### src/pkg/chgrb_regs.svh
`ifndef CHGRB_REGS_SVH
`define CHGRB_REGS_SVH

// ****************************************************************
// Bus address and register locations
// ****************************************************************
// Value is arbitrary
`define CHGRB_I2C_ADDR       7'h5a
`define CHGRB_OFS_STATUS     8'h00
`define CHGRB_OFS_MAIN_CONTROL      8'h01
`define CHGRB_OFS_TIMER_AND_PATH_CONTROL      8'h02
`define CHGRB_OFS_STATEV     8'h03
`define CHGRB_OFS_CHINEV     8'h04

// ****************************************************************
// Field positions
// ****************************************************************
`define CHGRB_STS_SUM        1
`define CHGRB_FLT_SUM        0
`define CHGRB_C1_REG_RST     7
`define CHGRB_C1_CHARGE_ENABLE_BIT      6
`define CHGRB_C1_BST_EN      5
`define CHGRB_C1_FACTORY     4
`define CHGRB_C1_TJ_OPT      3
`define CHGRB_C1_BST_PATH    2
`define CHGRB_C1_TMR_RST     1
`define CHGRB_C1_INT_MASK    0
`define CHGRB_C2_WD_DIS      7
`define CHGRB_C2_CT_DIS      6
`define CHGRB_C2_POWER_PATH_ENABLE    5
`define CHGRB_C2_TRANS       4
`define CHGRB_C2_LIM_SRC     2
`define CHGRB_C2_LIM_EN      1
`define CHGRB_C2_AUTO        0

// ****************************************************************
// Reset values and masks
// ****************************************************************
`define CHGRB_C1_RST         8'h55
`define CHGRB_C2_RST         8'h16
`define CHGRB_C2_WMASK       8'hf7
`define CHGRB_C2_BST_MASK    8'he7
// Low byte status-change events, high byte charger input events
`define CHGRB_EVT_VALID      16'h1a3d
`define CHGRB_EVT_BST_CLR    16'h1a01
`define CHGRB_EVT_DUAL       16'hffff

// ****************************************************************
// Timing
// ****************************************************************
`define CHGRB_CLK_NS         10
`define CHGRB_FLAG_ON_NS     1000
`define CHGRB_FLAG_ON_CYC    ((`CHGRB_FLAG_ON_NS + `CHGRB_CLK_NS - 1) / `CHGRB_CLK_NS)

`endif

### src/pkg/chgrb_pkg.sv
package chgrb_pkg;
  typedef enum logic [2:0] {
    I2C_IDLE = 3'h0,
    I2C_RX   = 3'h1,
    I2C_DEC  = 3'h3,
    I2C_ACK  = 3'h2,
    I2C_TX   = 3'h6,
    I2C_MACK = 3'h7
  } chgrb_i2c_state_t;
endpackage

### src/pkg/chgrb_reg_if.sv
`timescale 1ns/100ps
interface chgrb_reg_if;
  logic [7:0] ptr;
  logic [7:0] wdata;
  logic       wr;
  logic       rd;
  logic [7:0] rdata;
  modport master (output ptr, output wdata, output wr, output rd, input rdata);
  modport slave  (input ptr, input wdata, input wr, input rd, output rdata);
endinterface

### src/design/chgrb_i2c_slave.sv
`timescale 1ns/100ps
`include "chgrb_regs.svh"
module chgrb_i2c_slave (
  input  wire logic   clk_i,
  input  wire logic   rst_i,
  input  wire logic   scl_i,
  input  wire logic   sda_i,
  output logic        sda_o,
  output logic        sda_drive_n_o,
  chgrb_reg_if.master bus
);
  import chgrb_pkg::*;

  chgrb_i2c_state_t state_r;
  logic [7:0]       shift_r;
  logic [2:0]       bit_cnt_r;
  logic [1:0]       byte_idx_r;
  logic             rw_r;
  logic             scl_q;
  logic             sda_q;
  logic             scl_rise;
  logic             scl_fall;
  logic             start_c;
  logic             stop_c;

  assign scl_rise = scl_i & ~scl_q;
  assign scl_fall = ~scl_i & scl_q;
  assign start_c  = scl_i & scl_q & sda_q & ~sda_i;
  assign stop_c   = scl_i & scl_q & ~sda_q & sda_i;
  assign sda_o    = 1'b0;

  always_ff @(posedge clk_i) begin
    scl_q <= rst_i ? 1'b1 : scl_i;
    sda_q <= rst_i ? 1'b1 : sda_i;
  end

  // Drive changes only on SCL falling, so data never moves while SCL is high
  always_ff @(posedge clk_i) begin
    if (rst_i) begin
      state_r       <= I2C_IDLE;
      shift_r       <= 8'h00;
      bit_cnt_r     <= 3'h0;
      byte_idx_r    <= 2'h0;
      rw_r          <= 1'b0;
      sda_drive_n_o <= 1'b1;
      bus.ptr       <= 8'h00;
      bus.wdata     <= 8'h00;
      bus.wr        <= 1'b0;
      bus.rd        <= 1'b0;
    end else begin
      bus.wr <= 1'b0;
      bus.rd <= 1'b0;
      if (start_c) begin
        state_r       <= I2C_RX;
        bit_cnt_r     <= 3'h0;
        byte_idx_r    <= 2'h0;
        rw_r          <= 1'b0;
        sda_drive_n_o <= 1'b1;
      end else if (stop_c) begin
        state_r       <= I2C_IDLE;
        sda_drive_n_o <= 1'b1;
      end else begin
        case (state_r)
          I2C_RX: begin
            if (scl_rise) begin
              shift_r   <= {shift_r[6:0], sda_i};
              bit_cnt_r <= bit_cnt_r + 3'h1;
              if (bit_cnt_r == 3'h7) begin
                state_r <= I2C_DEC;
              end
            end
          end
          I2C_DEC: begin
            if (scl_fall) begin
              state_r       <= I2C_ACK;
              sda_drive_n_o <= 1'b0;
              if (byte_idx_r == 2'h0) begin
                rw_r <= shift_r[0];
                if (shift_r[7:1] != `CHGRB_I2C_ADDR) begin
                  state_r       <= I2C_IDLE;
                  sda_drive_n_o <= 1'b1;
                end
              end else if (byte_idx_r == 2'h1) begin
                bus.ptr <= shift_r;
              end else begin
                bus.wdata <= shift_r;
                bus.wr    <= 1'b1;
              end
            end
          end
          I2C_ACK: begin
            if (scl_fall) begin
              sda_drive_n_o <= 1'b1;
              bit_cnt_r     <= 3'h0;
              if (byte_idx_r != 2'h2) begin
                byte_idx_r <= byte_idx_r + 2'h1;
              end
              if (rw_r) begin
                shift_r       <= bus.rdata;
                bus.rd        <= 1'b1;
                sda_drive_n_o <= bus.rdata[7];
                state_r       <= I2C_TX;
              end else begin
                state_r <= I2C_RX;
                if (byte_idx_r == 2'h2) begin
                  bus.ptr <= bus.ptr + 8'h01;
                end
              end
            end
          end
          I2C_TX: begin
            if (scl_fall) begin
              bit_cnt_r <= bit_cnt_r + 3'h1;
              if (bit_cnt_r == 3'h7) begin
                sda_drive_n_o <= 1'b1;
                state_r       <= I2C_MACK;
              end else begin
                shift_r       <= {shift_r[6:0], 1'b0};
                sda_drive_n_o <= shift_r[6];
              end
            end
          end
          I2C_MACK: begin
            if (scl_rise) begin
              if (sda_i) begin
                state_r <= I2C_IDLE;
              end else begin
                bus.ptr <= bus.ptr + 8'h01;
                state_r <= I2C_ACK;
              end
            end
          end
          default: begin
            state_r <= I2C_IDLE;
          end
        endcase
      end
    end
  end
endmodule

### src/design/chgrb_top.sv
`timescale 1ns/100ps
`include "chgrb_regs.svh"
module chgrb_top (
  input  wire logic       clk_i,
  input  wire logic       rst_i,
  input  wire logic       scl_i,
  input  wire logic       sda_i,
  output logic            sda_o,
  output logic            sda_drive_n_o,
  input  wire logic       off_state_i,
  input  wire logic       boost_entry_i,
  input  wire logic       charge_entry_i,
  input  wire logic       timer_reset_i,
  input  wire logic       boost_pin_i,
  input  wire logic       tj_high_i,
  input  wire logic       boost_startup_done_i,
  input  wire logic [3:0] limit_pin_i,
  input  wire logic [3:0] limit_reg_i,
  input  wire logic       auto_pin_i,
  input  wire logic [3:0] charge_state_i,
  input  wire logic       batfet_i,
  input  wire logic       timer_events_pending_i,
  input  wire logic       boost_events_pending_i,
  input  wire logic       temp_warn_i,
  input  wire logic       temp_one_i,
  input  wire logic       temp_two_i,
  input  wire logic       temp_sd_i,
  input  wire logic       vbus_ok_i,
  input  wire logic       vin_lo_i,
  input  wire logic       vin_hi_i,
  input  wire logic       batt_ov_i,
  output logic            flag_n_o,
  output logic            charge_enable_o,
  output logic            boost_request_o,
  output logic            factory_mode_o,
  output logic            current_reduce_o,
  output logic            ocp_path_o,
  output logic            rbfet_path_o,
  output logic            timer_restart_o,
  output logic            watchdog_disable_o,
  output logic            charge_timer_disable_o,
  output logic            power_path_enable_o,
  output logic            trans_supply_o,
  output logic [3:0]      limit_value_o,
  output logic            limit_active_o,
  output logic            auto_current_o
);
  import chgrb_pkg::*;

  chgrb_reg_if rif ();

  logic [7:0]  main_control_r;
  logic [7:0]  timer_and_path_control_r;
  logic [15:0] ev_r;
  logic [15:0] src_r;
  logic [15:0] src_now;
  logic [15:0] ev_set;
  logic [15:0] ev_clr;
  logic        boost_pin_q;
  logic        reset_all;
  logic        wr_c1;
  logic        wr_c2;
  logic        rd_stat;
  logic        rd_chin;
  logic        stat_pend;
  logic        fault_pend;
  logic        pend_any;
  logic        new_evt;
  logic [15:0] flag_cnt_r;

  localparam logic [7:0]  C1_RST_V  = `CHGRB_C1_RST;
  localparam logic [15:0] EVT_VALID = `CHGRB_EVT_VALID;
  localparam logic [15:0] EVT_DUAL  = `CHGRB_EVT_DUAL;
  localparam logic [15:0] EVT_BCLR  = `CHGRB_EVT_BST_CLR;

  // ****************************************************************
  // Bus front end
  // ****************************************************************
  chgrb_i2c_slave u_i2c (
    .clk_i         (clk_i),
    .rst_i         (rst_i),
    .scl_i         (scl_i),
    .sda_i         (sda_i),
    .sda_o         (sda_o),
    .sda_drive_n_o (sda_drive_n_o),
    .bus           (rif.master)
  );

  // ****************************************************************
  // Decode and read path
  // ****************************************************************
  // Register reset takes effect the cycle after the bit is stored
  assign reset_all  = off_state_i | main_control_r[`CHGRB_C1_REG_RST];
  assign wr_c1      = rif.wr && (rif.ptr == `CHGRB_OFS_MAIN_CONTROL);
  assign wr_c2      = rif.wr && (rif.ptr == `CHGRB_OFS_TIMER_AND_PATH_CONTROL);
  assign rd_stat    = rif.rd && (rif.ptr == `CHGRB_OFS_STATEV);
  assign rd_chin    = rif.rd && (rif.ptr == `CHGRB_OFS_CHINEV);
  assign stat_pend  = |ev_r[7:0];
  assign fault_pend = |ev_r[15:8] | timer_events_pending_i | boost_events_pending_i;
  assign pend_any   = stat_pend | fault_pend;

  always_comb begin
    case (rif.ptr)
      `CHGRB_OFS_STATUS: rif.rdata = {charge_state_i, batfet_i, 1'b0, stat_pend, fault_pend};
      `CHGRB_OFS_MAIN_CONTROL:  rif.rdata = main_control_r;
      `CHGRB_OFS_TIMER_AND_PATH_CONTROL:  rif.rdata = timer_and_path_control_r;
      `CHGRB_OFS_STATEV: rif.rdata = ev_r[7:0];
      `CHGRB_OFS_CHINEV: rif.rdata = ev_r[15:8];
      default:           rif.rdata = 8'h00;
    endcase
  end

  // ****************************************************************
  // Main control register
  // ****************************************************************
  always_ff @(posedge clk_i) begin
    boost_pin_q <= rst_i ? 1'b0 : boost_pin_i;
  end

  always_ff @(posedge clk_i) begin
    if (rst_i || reset_all) begin
      main_control_r <= `CHGRB_C1_RST;
    end else begin
      if (wr_c1) begin
        main_control_r <= rif.wdata;
      end else if (timer_reset_i || main_control_r[`CHGRB_C1_TMR_RST]) begin
        main_control_r[`CHGRB_C1_TMR_RST] <= 1'b0;
      end
      if (boost_pin_i && !boost_pin_q) begin
        main_control_r[`CHGRB_C1_BST_EN] <= 1'b1;
      end
      // Mode entry outranks a bus write landing in the same cycle
      if (charge_entry_i) begin
        main_control_r[`CHGRB_C1_BST_EN] <= 1'b0;
      end
      if (boost_entry_i) begin
        main_control_r[`CHGRB_C1_FACTORY] <= C1_RST_V[`CHGRB_C1_FACTORY];
      end
    end
  end

  // ****************************************************************
  // Timer and path control register
  // ****************************************************************
  always_ff @(posedge clk_i) begin
    if (rst_i || reset_all) begin
      timer_and_path_control_r <= `CHGRB_C2_RST;
    end else if (boost_entry_i) begin
      timer_and_path_control_r <= (timer_and_path_control_r & ~`CHGRB_C2_BST_MASK) | (`CHGRB_C2_RST & `CHGRB_C2_BST_MASK);
    end else if (wr_c2) begin
      timer_and_path_control_r <= rif.wdata & `CHGRB_C2_WMASK;
    end
  end

  // ****************************************************************
  // Event latches
  // ****************************************************************
  assign src_now = {3'b000, vin_lo_i, vin_hi_i, 1'b0, batt_ov_i, 1'b0,
                    2'b00, temp_warn_i, temp_one_i, temp_two_i, temp_sd_i, 1'b0, vbus_ok_i};

  for (genvar i = 0; i < 16; i++) begin : g_evt
    localparam logic VALID = EVT_VALID[i];
    localparam logic DUAL  = EVT_DUAL[i];
    localparam logic BCLR  = EVT_BCLR[i];
    // Reserved positions never set, so they read as zero
    assign ev_set[i] = VALID && (DUAL ? (src_now[i] ^ src_r[i])
                                      : (src_now[i] & ~src_r[i]));
    assign ev_clr[i] = (i < 8 ? rd_stat : rd_chin) | (BCLR & boost_entry_i);
  end

  always_ff @(posedge clk_i) begin
    src_r <= rst_i ? 16'h0000 : src_now;
  end

  // An edge in the read cycle survives the clear
  always_ff @(posedge clk_i) begin
    if (rst_i || reset_all) begin
      ev_r <= 16'h0000;
    end else begin
      ev_r <= (ev_r & ~ev_clr) | ev_set;
    end
  end

  // ****************************************************************
  // Event flag pulse
  // ****************************************************************
  // Pulse only when everything was clear before, so a burst gives one pulse
  assign new_evt = |ev_set;

  always_ff @(posedge clk_i) begin
    if (rst_i) begin
      flag_cnt_r <= 16'h0000;
      flag_n_o   <= 1'b1;
    end else if (new_evt && !pend_any && !main_control_r[`CHGRB_C1_INT_MASK] && flag_cnt_r == 16'h0000) begin
      flag_cnt_r <= 16'(`CHGRB_FLAG_ON_CYC);
      flag_n_o   <= 1'b0;
    end else if (flag_cnt_r != 16'h0000) begin
      flag_cnt_r <= flag_cnt_r - 16'h0001;
      flag_n_o   <= (flag_cnt_r == 16'h0001);
    end
  end

  // ****************************************************************
  // Registered control outputs
  // ****************************************************************
  always_ff @(posedge clk_i) begin
    if (rst_i) begin
      charge_enable_o        <= 1'b1;
      boost_request_o        <= 1'b0;
      factory_mode_o         <= 1'b1;
      current_reduce_o       <= 1'b0;
      ocp_path_o             <= 1'b0;
      rbfet_path_o           <= 1'b0;
      timer_restart_o        <= 1'b0;
      watchdog_disable_o     <= 1'b0;
      charge_timer_disable_o <= 1'b0;
      power_path_enable_o    <= 1'b0;
      trans_supply_o         <= 1'b1;
      limit_value_o          <= 4'h0;
      limit_active_o         <= 1'b1;
      auto_current_o         <= 1'b0;
    end else begin
      charge_enable_o        <= main_control_r[`CHGRB_C1_CHARGE_ENABLE_BIT];
      boost_request_o        <= main_control_r[`CHGRB_C1_BST_EN] & main_control_r[`CHGRB_C1_CHARGE_ENABLE_BIT];
      factory_mode_o         <= main_control_r[`CHGRB_C1_FACTORY];
      current_reduce_o       <= main_control_r[`CHGRB_C1_TJ_OPT] & tj_high_i;
      ocp_path_o             <= boost_startup_done_i & ~main_control_r[`CHGRB_C1_BST_PATH];
      rbfet_path_o           <= boost_startup_done_i & main_control_r[`CHGRB_C1_BST_PATH];
      timer_restart_o        <= wr_c1 & rif.wdata[`CHGRB_C1_TMR_RST];
      watchdog_disable_o     <= timer_and_path_control_r[`CHGRB_C2_WD_DIS];
      charge_timer_disable_o <= timer_and_path_control_r[`CHGRB_C2_CT_DIS];
      power_path_enable_o    <= timer_and_path_control_r[`CHGRB_C2_POWER_PATH_ENABLE];
      trans_supply_o         <= timer_and_path_control_r[`CHGRB_C2_TRANS];
      limit_value_o          <= timer_and_path_control_r[`CHGRB_C2_LIM_SRC] ? limit_pin_i : limit_reg_i;
      limit_active_o         <= timer_and_path_control_r[`CHGRB_C2_LIM_EN];
      auto_current_o         <= timer_and_path_control_r[`CHGRB_C2_LIM_SRC] ? auto_pin_i
                                                           : timer_and_path_control_r[`CHGRB_C2_AUTO];
    end
  end
endmodule

### config.mk
export PLATFORM = sky130hd
export DESIGN_NAME = chgrb_top
export DESIGN_NICKNAME = d
export VERILOG_FILES = /design/src/pkg/chgrb_pkg.sv /design/src/pkg/chgrb_reg_if.sv /design/src/design/chgrb_i2c_slave.sv /design/src/design/chgrb_top.sv
export VERILOG_INCLUDE_DIRS = /design/src /design/src/pkg
export SDC_FILE = /design/constraint.sdc
export NUM_CORES = 1
export LEC_CHECK = 0
export BUFFER_PORTS_ARGS = -buffer_cell sky130_fd_sc_hd__buf_4
export CAP_MARGIN = 25
export CORE_ASPECT_RATIO = 0.75
export CORE_UTILIZATION = 45
export CTS_CLUSTER_SIZE = 16
export DETAILED_ROUTE_END_ITERATION = 10
export GPL_TIMING_DRIVEN = 0
export PLACE_DENSITY_LB_ADDON = 0.05
export SLEW_MARGIN = 15
export SYNTH_ARGS = -nofsm -noshare
export SYNTH_HDL_FRONTEND = slang
export SYNTH_SLANG_ARGS = --single-unit
### constraint.sdc
create_clock -name clk_i -period 2.5 [get_ports clk_i]
set_input_delay 0.125 -clock clk_i [delete_from_list [all_inputs] [get_ports clk_i]]
set_output_delay 0.125 -clock clk_i [all_outputs]
set_load 0.01 [all_outputs]
# --- After elaboration in Yosys (flattened, before gate mapping) ---
# Index checks and enable logic that the tools add are counted.
totals:
  register_bits: 112
  latchBits: 0
  ramBits: 0
  romBits: 0
  in_bits: 35
  wordCells: 218
  memories: 0
classes:
  n_addsub: 4
  n_mul: 0
  div_mod_pow: 0
  order_cmp: 0
  eq_ne: 36
  shifts: 0
  n_mux: 54
  bitwise: 42
  reduce_logical: 43
op_table:
  columns: ["operator", "n"]
  rows:
  - ["two-way mux 8 bit", 13]
  - ["one-hot mux 8 bit (3 select lines)", 2]
  - ["one-hot mux 8 bit (5 select lines)", 1]
  - ["two-way mux 3 bit", 12]
  - ["!= test 4 x 1 -> 1 bit (second input constant)", 7]
  - ["OR reduction 8 bit", 3]
  - ["!= test 2 x 1 -> 1 bit (second input constant)", 10]
  - ["two-way mux 1 bit", 17]
  - ["bitwise AND 16 bit", 1]
  - ["equality test 16 x 1 -> 1 bit (second input constant)", 1]
  - ["equality test 8 x 2 -> 1 bit (second input constant)", 2]
  - ["logical NOT 16 bit", 1]
  - ["NOT 16 bit", 1]
  - ["bitwise OR 16 x 13 -> 16 bit", 1]
  - ["nonzero test 16 bit", 1]
  - ["subtractor 16 x 1 -> 16 bit (second input constant)", 1]
  - ["one-hot mux 3 bit (5 select lines)", 1]
  - ["two-way mux 7 bit", 2]
  - ["AND reduction 7 bit", 2]
  - ["NOT 1 bit", 13]
  - ["bitwise AND 1 bit", 12]
  - ["AND reduction 4 bit", 3]
  - ["AND reduction 11 bit", 1]
  - ["!= test 2 bit (second input constant)", 5]
  - ["32 further kinds", 66]

# --- Longest topological paths before layout ---
depth:
  word_depth: 9
  mapped_depth: 8

# --- By module ---
# Synthesis repeated with hierarchy kept, for this count alone.
hier_totals:
  hier_cells: 585
  area_unflattened_um2: 5291.3
modules_own_cells:
  columns: ["mod", "n_inst", "cells_per_inst", "area_each_um2", "seq_area_each_um2"]
  rows:
  - ["chgrb_top", 1, 329, 3148.0, 1481.4]
  - ["chgrb_i2c_slave", 1, 256, 2143.3, 760.7]

# --- Least setup slack after synthesis ---
# No wires, ideal clock.
synth_path:
  path_kind: "register to register"
  from: "reg u_i2c.bus.ptr[3]"
  to: "reg timer_and_path_control_r[4]"
  setup_ns: 0.159
  t_arrival_ns: 1.708
  required_ns: 2.341
  setup_slack_ns: 0.632
  path_stages_with_launch: 7
  path_cell_list: "dfxtp_1 -> or4_4 -> buf_6 -> nor3_4 -> nand3_2 -> o21ai_1 -> o311ai_1"
synth_via:
  elab_chain_cells: 3
synth_lines:
  columns: ["item", "line_no", "source"]
  rows:
  - ["start, declared", "chgrb_reg_if.sv:8", "modport master (output ptr, output wdata, output wr, output rd, input rdata);"]
  - ["start signal, assigned", "chgrb_i2c_slave.sv:84", "bus.ptr <= shift_r;"]
  - ["start signal, assigned", "chgrb_i2c_slave.sv:106", "bus.ptr <= bus.ptr + 8'h01;"]
  - ["start signal, assigned", "chgrb_i2c_slave.sv:128", "bus.ptr <= bus.ptr + 8'h01;"]
  - ["equality test 8 x 2 -> 1 bit", null, null]
  - ["logical AND 1 bit", "chgrb_top.sv:95", "assign wr_c2 = rif.wr && (rif.ptr == `CHGRB_OFS_TIMER_AND_PATH_CONTROL);"]
  - ["AND reduction 2 bit (no line)", null, null]
  - ["end signal, assigned", "chgrb_top.sv:147", "timer_and_path_control_r <= `CHGRB_C2_RST;"]
  - ["end signal, assigned", "chgrb_top.sv:149", "timer_and_path_control_r <= (timer_and_path_control_r & ~`CHGRB_C2_BST_MASK) | (`CHGRB_C2_RST & `CHGRB_C2_BST_ ..."]
  - ["end signal, assigned", "chgrb_top.sv:151", "timer_and_path_control_r <= rif.wdata & `CHGRB_C2_WMASK;"]
  - ["end, declared", "chgrb_top.sv:53", "logic [7:0] timer_and_path_control_r;"]
# Every way passes these cells.
# A chain may end at the register's enable or synchronous reset.

# --- Final worst setup path ---
layout_path:
  from: "reg flag_cnt_r[0]"
  to: "reg flag_cnt_r[15]"
layout_via:
  elab_chain_cells: 3
  word_cells_on_any_way: 5
  cone_classes: "1 x add/sub; 4 x reduce/logical"
layout_lines:
  columns: ["item", "line_no", "source"]
  rows:
  - ["start, declared", "chgrb_top.sv:69", "logic [15:0] flag_cnt_r;"]
  - ["start signal, assigned", "chgrb_top.sv:195", "flag_cnt_r <= 16'(`CHGRB_FLAG_ON_CYC);"]
  - ["start signal, assigned", "chgrb_top.sv:198", "flag_cnt_r <= flag_cnt_r - 16'h0001;"]
  - ["parallel branches: the longest is 3 deep, another holds subtractor 16 x 1 -> 16 bit", null, null]
# Several ways; the timed one is not identified.

==> flow_summary.yaml <==
die:
  die_w_um: 125
  core_area_um2: 11000
  die_h_um: 94.2
  io_pins: 55
  rows: 33
  die_area_um2: 11800
  start_util_pct: 46.4
final_layout:
  drive_above_1_share_pct: 15.8
  final_util_pct: 54.5
  final_design_area_no_fill_um2: 5990
  n_antenna_cell: 0
  fin_cells: 779
  layout.nets: 680
  area_delta_synth_final_pct: 17.6
cts:
  cts-root-buf: "clkbuf_16"
  cts_setup_buffers: 0
  insertion_delay_ns: 0.35
  cts_buffers: 9
  cts_tree: "built"
  cts_buffer_depth: 2
  cts_htree_levels: 3
  cts_sinks: 112
  path_clk_slew_ns: 0.08
setup_path:
  cp_max_fo: 10
  rr_endpoint: "flag_cnt_r[15]$_SDFFE_PP0N_"
  regToRegSetupSlack_ns: 0.20
  slowest_stage: "dfxtp_1"
  r2r_cells: 8
  r2r-start: "flag_cnt_r[0]$_SDFFE_PP0N_"
  worstSetupStartpointType: "flip-flop"
  cpLargestDelayFamily: "simple AND/OR/NAND/NOR gates"
  worstPathCellList: "inv_1, ha_1, nor4b_4, and4_1, clkbuf_1, a21o_1, buf_2, nor2_1"
  crit_type: "reg -> reg"
  crit_required_ns: 2.74
  slowest_delay_ns: 0.37
  crit_buf_inv: 3
  end_kind: "flip-flop"
  cp.arrival_ns: 2.54
yosys:
  ys_warn_count: 0
  ys_types: 68
  async_flop_share_pct: 0
  synth_cells: 568
  syn_area_um2: 5090
  postSynthAreaPerCell_um2: 8.97
  synth_flop_cell: "dfxtp_1"
  synth-edff-count: 0
  ys_seq_elements: 112
  yosysSeqAreaShare_pct: 44.0
  syn-num-nets: 614
job:
  max_cap_viol_count: 0
power:
  ir_worst_vdd_mv: 0.329
  p_total_mw: 4.49
  intPower_mw: 3.06
  clkPwrFrac_pct: 30.8
  power_density_nw_per_um2: 749
  leakagePower_nw: 2.46
  p_comb_share_pct: 22.8
  p_sw_share_pct: 31.7
  power_frac_seq_pct: 46.5
  netSwitchingPower_mw: 1.42
global_route:
  grt_max_degree: 20
  grt_pass1_vias: 4180
  antenna_found_initial: 0
  overflow: 0
  grt_pass1_wl_um: 21900
  grt.total_usage_pct: 23.9
route:
  ant_nets: 0
  dr.pass1.iters: 9
  routed_wl_um: 13400
  wl_per_cell_um: 17.2
  drt_iter0_drc: 382
  vias: 4465
  viasPerCell: 5.73
  drc: 12
min_path:
  min_path_type: "in -> reg"
  min_from: "temp_two_i"
  hold_depth: 2
  min_to: "src_r[3]$_SDFF_PP0_"
timing:
  fmax_ghz: 0.435
  hold_violations: 0
  tightestPinTransition_ns: 1.05
  drv_slew: 0
  max_slew_margin_pct: 29.6
  fin_skew_ns: 0.0114
  finalSetupViolations: 0
  setup_tns_ns: 0
  period_share_pct: 92.1
  rsz0062_at_grt: "false"
  min_period_ns: 2.30
run_status:
  status: "complete, but fails checks"
  violations: "design-rule violations"
place:
  dp_cells: 759
  post_dp_cell_area_um2: 5650
  dp_hpwl_um: 9800
  gp_congestion: 0.856
  port_buffers: 51
==> worst reg2reg max path, cell delays in order, from the launching register on <==
cell and delay, ns:
dfxtp_1 0.37, inv_1 0.10, ha_1 0.27, nor4b_4 0.37, and4_1 0.24, clkbuf_1 0.32
a21o_1 0.21, buf_2 0.24, nor2_1 0.07
==> sequential cells by signal, summed over array words and instances (netlist names), 4 cells and up <==
signal	count
ev_r	16
flag_cnt_r	16
main_control_r	8
src_r	8
u_i2c.bus.ptr	8
u_i2c.bus.wdata	8
u_i2c.shift_r	8
timer_and_path_control_r	7
limit_value_o	4
==> final cells by class <==
type,count,area (µm²)
plain buffers,28,139
repair buffers,56,433
clock buffers,10,229
clock inverters,6,51.3
well taps,140,175
multi-input cells,417,2680
inverters,10,37.5
fillers,1049,4990
flip-flops and latches,112,2240
==> worst max-delay path by stage <==
| stage | start | to | slack, ns | cells past startpoint |
|---|---|---|---|---|
| final | flag_cnt_r[0]$_SDFFE_PP0N_ | flag_cnt_r[15]$_SDFFE_PP0N_ | 0.20 | 8 |
| after global routing | flag_cnt_r[0]$_SDFFE_PP0N_ | flag_cnt_r[7]$_SDFFE_PP0N_ | 0.02 | 8 |
| after CTS | flag_cnt_r[0]$_SDFFE_PP0N_ | flag_cnt_r[11]$_SDFFE_PP0N_ | 0.12 | 8 |
| after detailed placement | flag_cnt_r[0]$_SDFFE_PP0N_ | flag_cnt_r[14]$_SDFFE_PP0N_ | 0.15 | 8 |
| after global placement | u_i2c.bus.ptr[0]$_SDFFE_PP0P_ | u_i2c.sda_drive_n_o$_SDFFE_PP1P_ | 0.19 | 8 |
| after floorplan | u_i2c.bus.ptr[3]$_SDFFE_PP0P_ | timer_and_path_control_r[4]$_SDFFE_PP1P_ | 0.63 | 6 |
==> cells in the final DEF (no fill, tap or decap), drive strengths merged, types with 3 or more instances in the layout <==
cell	netlist	layout
nor4	19	19
and2	8	8
nand4	6	6
or3	5	5
nor2	71	71
buf	13	64
a21o	5	5
inv	10	12
nor3b	4	4
clkbuf	16	25
nand3b	5	5
o211ai	4	4
o21ai	11	11
xor2	13	13
nand3	15	15
ha	11	11
nor3	13	13
nor2b	16	16
a21oi	36	36
a22oi	13	13
a211oi	11	11
a211o	4	4
mux2i	22	22
a2111oi	3	3
a311oi	3	3
xnor2	7	7
and3	8	8
nand2b	9	9
or2	7	7
a2bb2oi	5	5
nand2	48	48
dlygate4sd3	0	5
a31oi	4	4
dfxtp	112	112
==> routing by layer <==
layer	global-route usage (%)	part of all wire, %	vias up
li1	-	-	2160
met5	0	0	-
met1	34.0	50	2146
met2	36.8	42	147
met4	6.00	1.1	0
met3	5.01	6.9	12
==> cell families (layout without fill, tap and decap cells) <==
| kind of cell | Yosys count | count (layout) | share of synthesized area [%] |
|---|---|---|---|
| and+or+nand+nor | 249 | 249 | 26.4 |
| AOI/OAI and AO/OA | 112 | 112 | 15.1 |
| DFF | 112 | 112 | 44.0 |
| buffers and inverters | 39 | 110 | 3.54 |
| muxes | 24 | 24 | 4.76 |
| xor gates and xnor gates | 20 | 20 | 3.44 |
| adders and majority gates | 11 | 11 | 2.70 |
| other | 1 | 1 | 0.0736 |
==> Yosys cell counts, types with 3 or more instances <==
cell / number / share of area (%)
a21oi_1: 36 / 3.5
nand3b_1: 5 / 0.74
nand3_1: 13 / 1.3
dfxtp_1: 112 / 44
o21ai_0: 9 / 0.88
clkbuf_1: 16 / 1.2
xor2_1: 13 / 2.2
buf_4: 5 / 0.74
and3_1: 8 / 0.98
a22oi_1: 13 / 1.9
nand2b_1: 8 / 0.98
a211oi_1: 9 / 1.3
nand2_1: 48 / 3.5
ha_1: 11 / 2.7
nor4_1: 18 / 2.2
nor3_1: 10 / 0.98
a31oi_1: 4 / 0.49
inv_1: 10 / 0.74
nor2b_1: 16 / 2.0
buf_2: 6 / 0.59
and2_1: 8 / 0.98
nand4_1: 6 / 0.74
mux2i_1: 22 / 4.3
a311oi_1: 3 / 0.52
or2_2: 7 / 0.86
o211ai_1: 4 / 0.59
a2111oi_0: 3 / 0.52
a211o_1: 4 / 0.69
nor2_1: 71 / 5.2
a21o_1: 5 / 0.74
or3_1: 5 / 0.61
xnor2_1: 7 / 1.2
a2bb2oi_1: 5 / 0.86
==> timing repair <==
action | 4_1_cts | 5_1_grt
endpoints found under the setup margin | 0 | 14
hold buffers | 5 | 0
gates resized for setup | 0 | 2
hold endpoints to repair | 5 | 0
==> power groups by stage <==
stage	sequential, mW	combinational (mW)	clock, mW
6_report	2.08	1.02	1.38
4_1_cts	2.08	0.997	1.42
3_3_place_gp	2.11	0.971	0
3_5_place_dp	2.12	0.977	0
2_1_floorplan	2.08	0.750	0
5_1_grt	2.11	1.14	1.49
==> through the flow <==
stage                     hold slack (ns)  setup slack [ns]
after floorplan                     0.196             0.632
after global placement              0.294             0.192
after detailed placement            0.296             0.149
after CTS                        0.000326             0.115
after global routing              0.00102            0.0188
final                             0.00124             0.199
No activity file was read; power rests on OpenSTA's default activity.
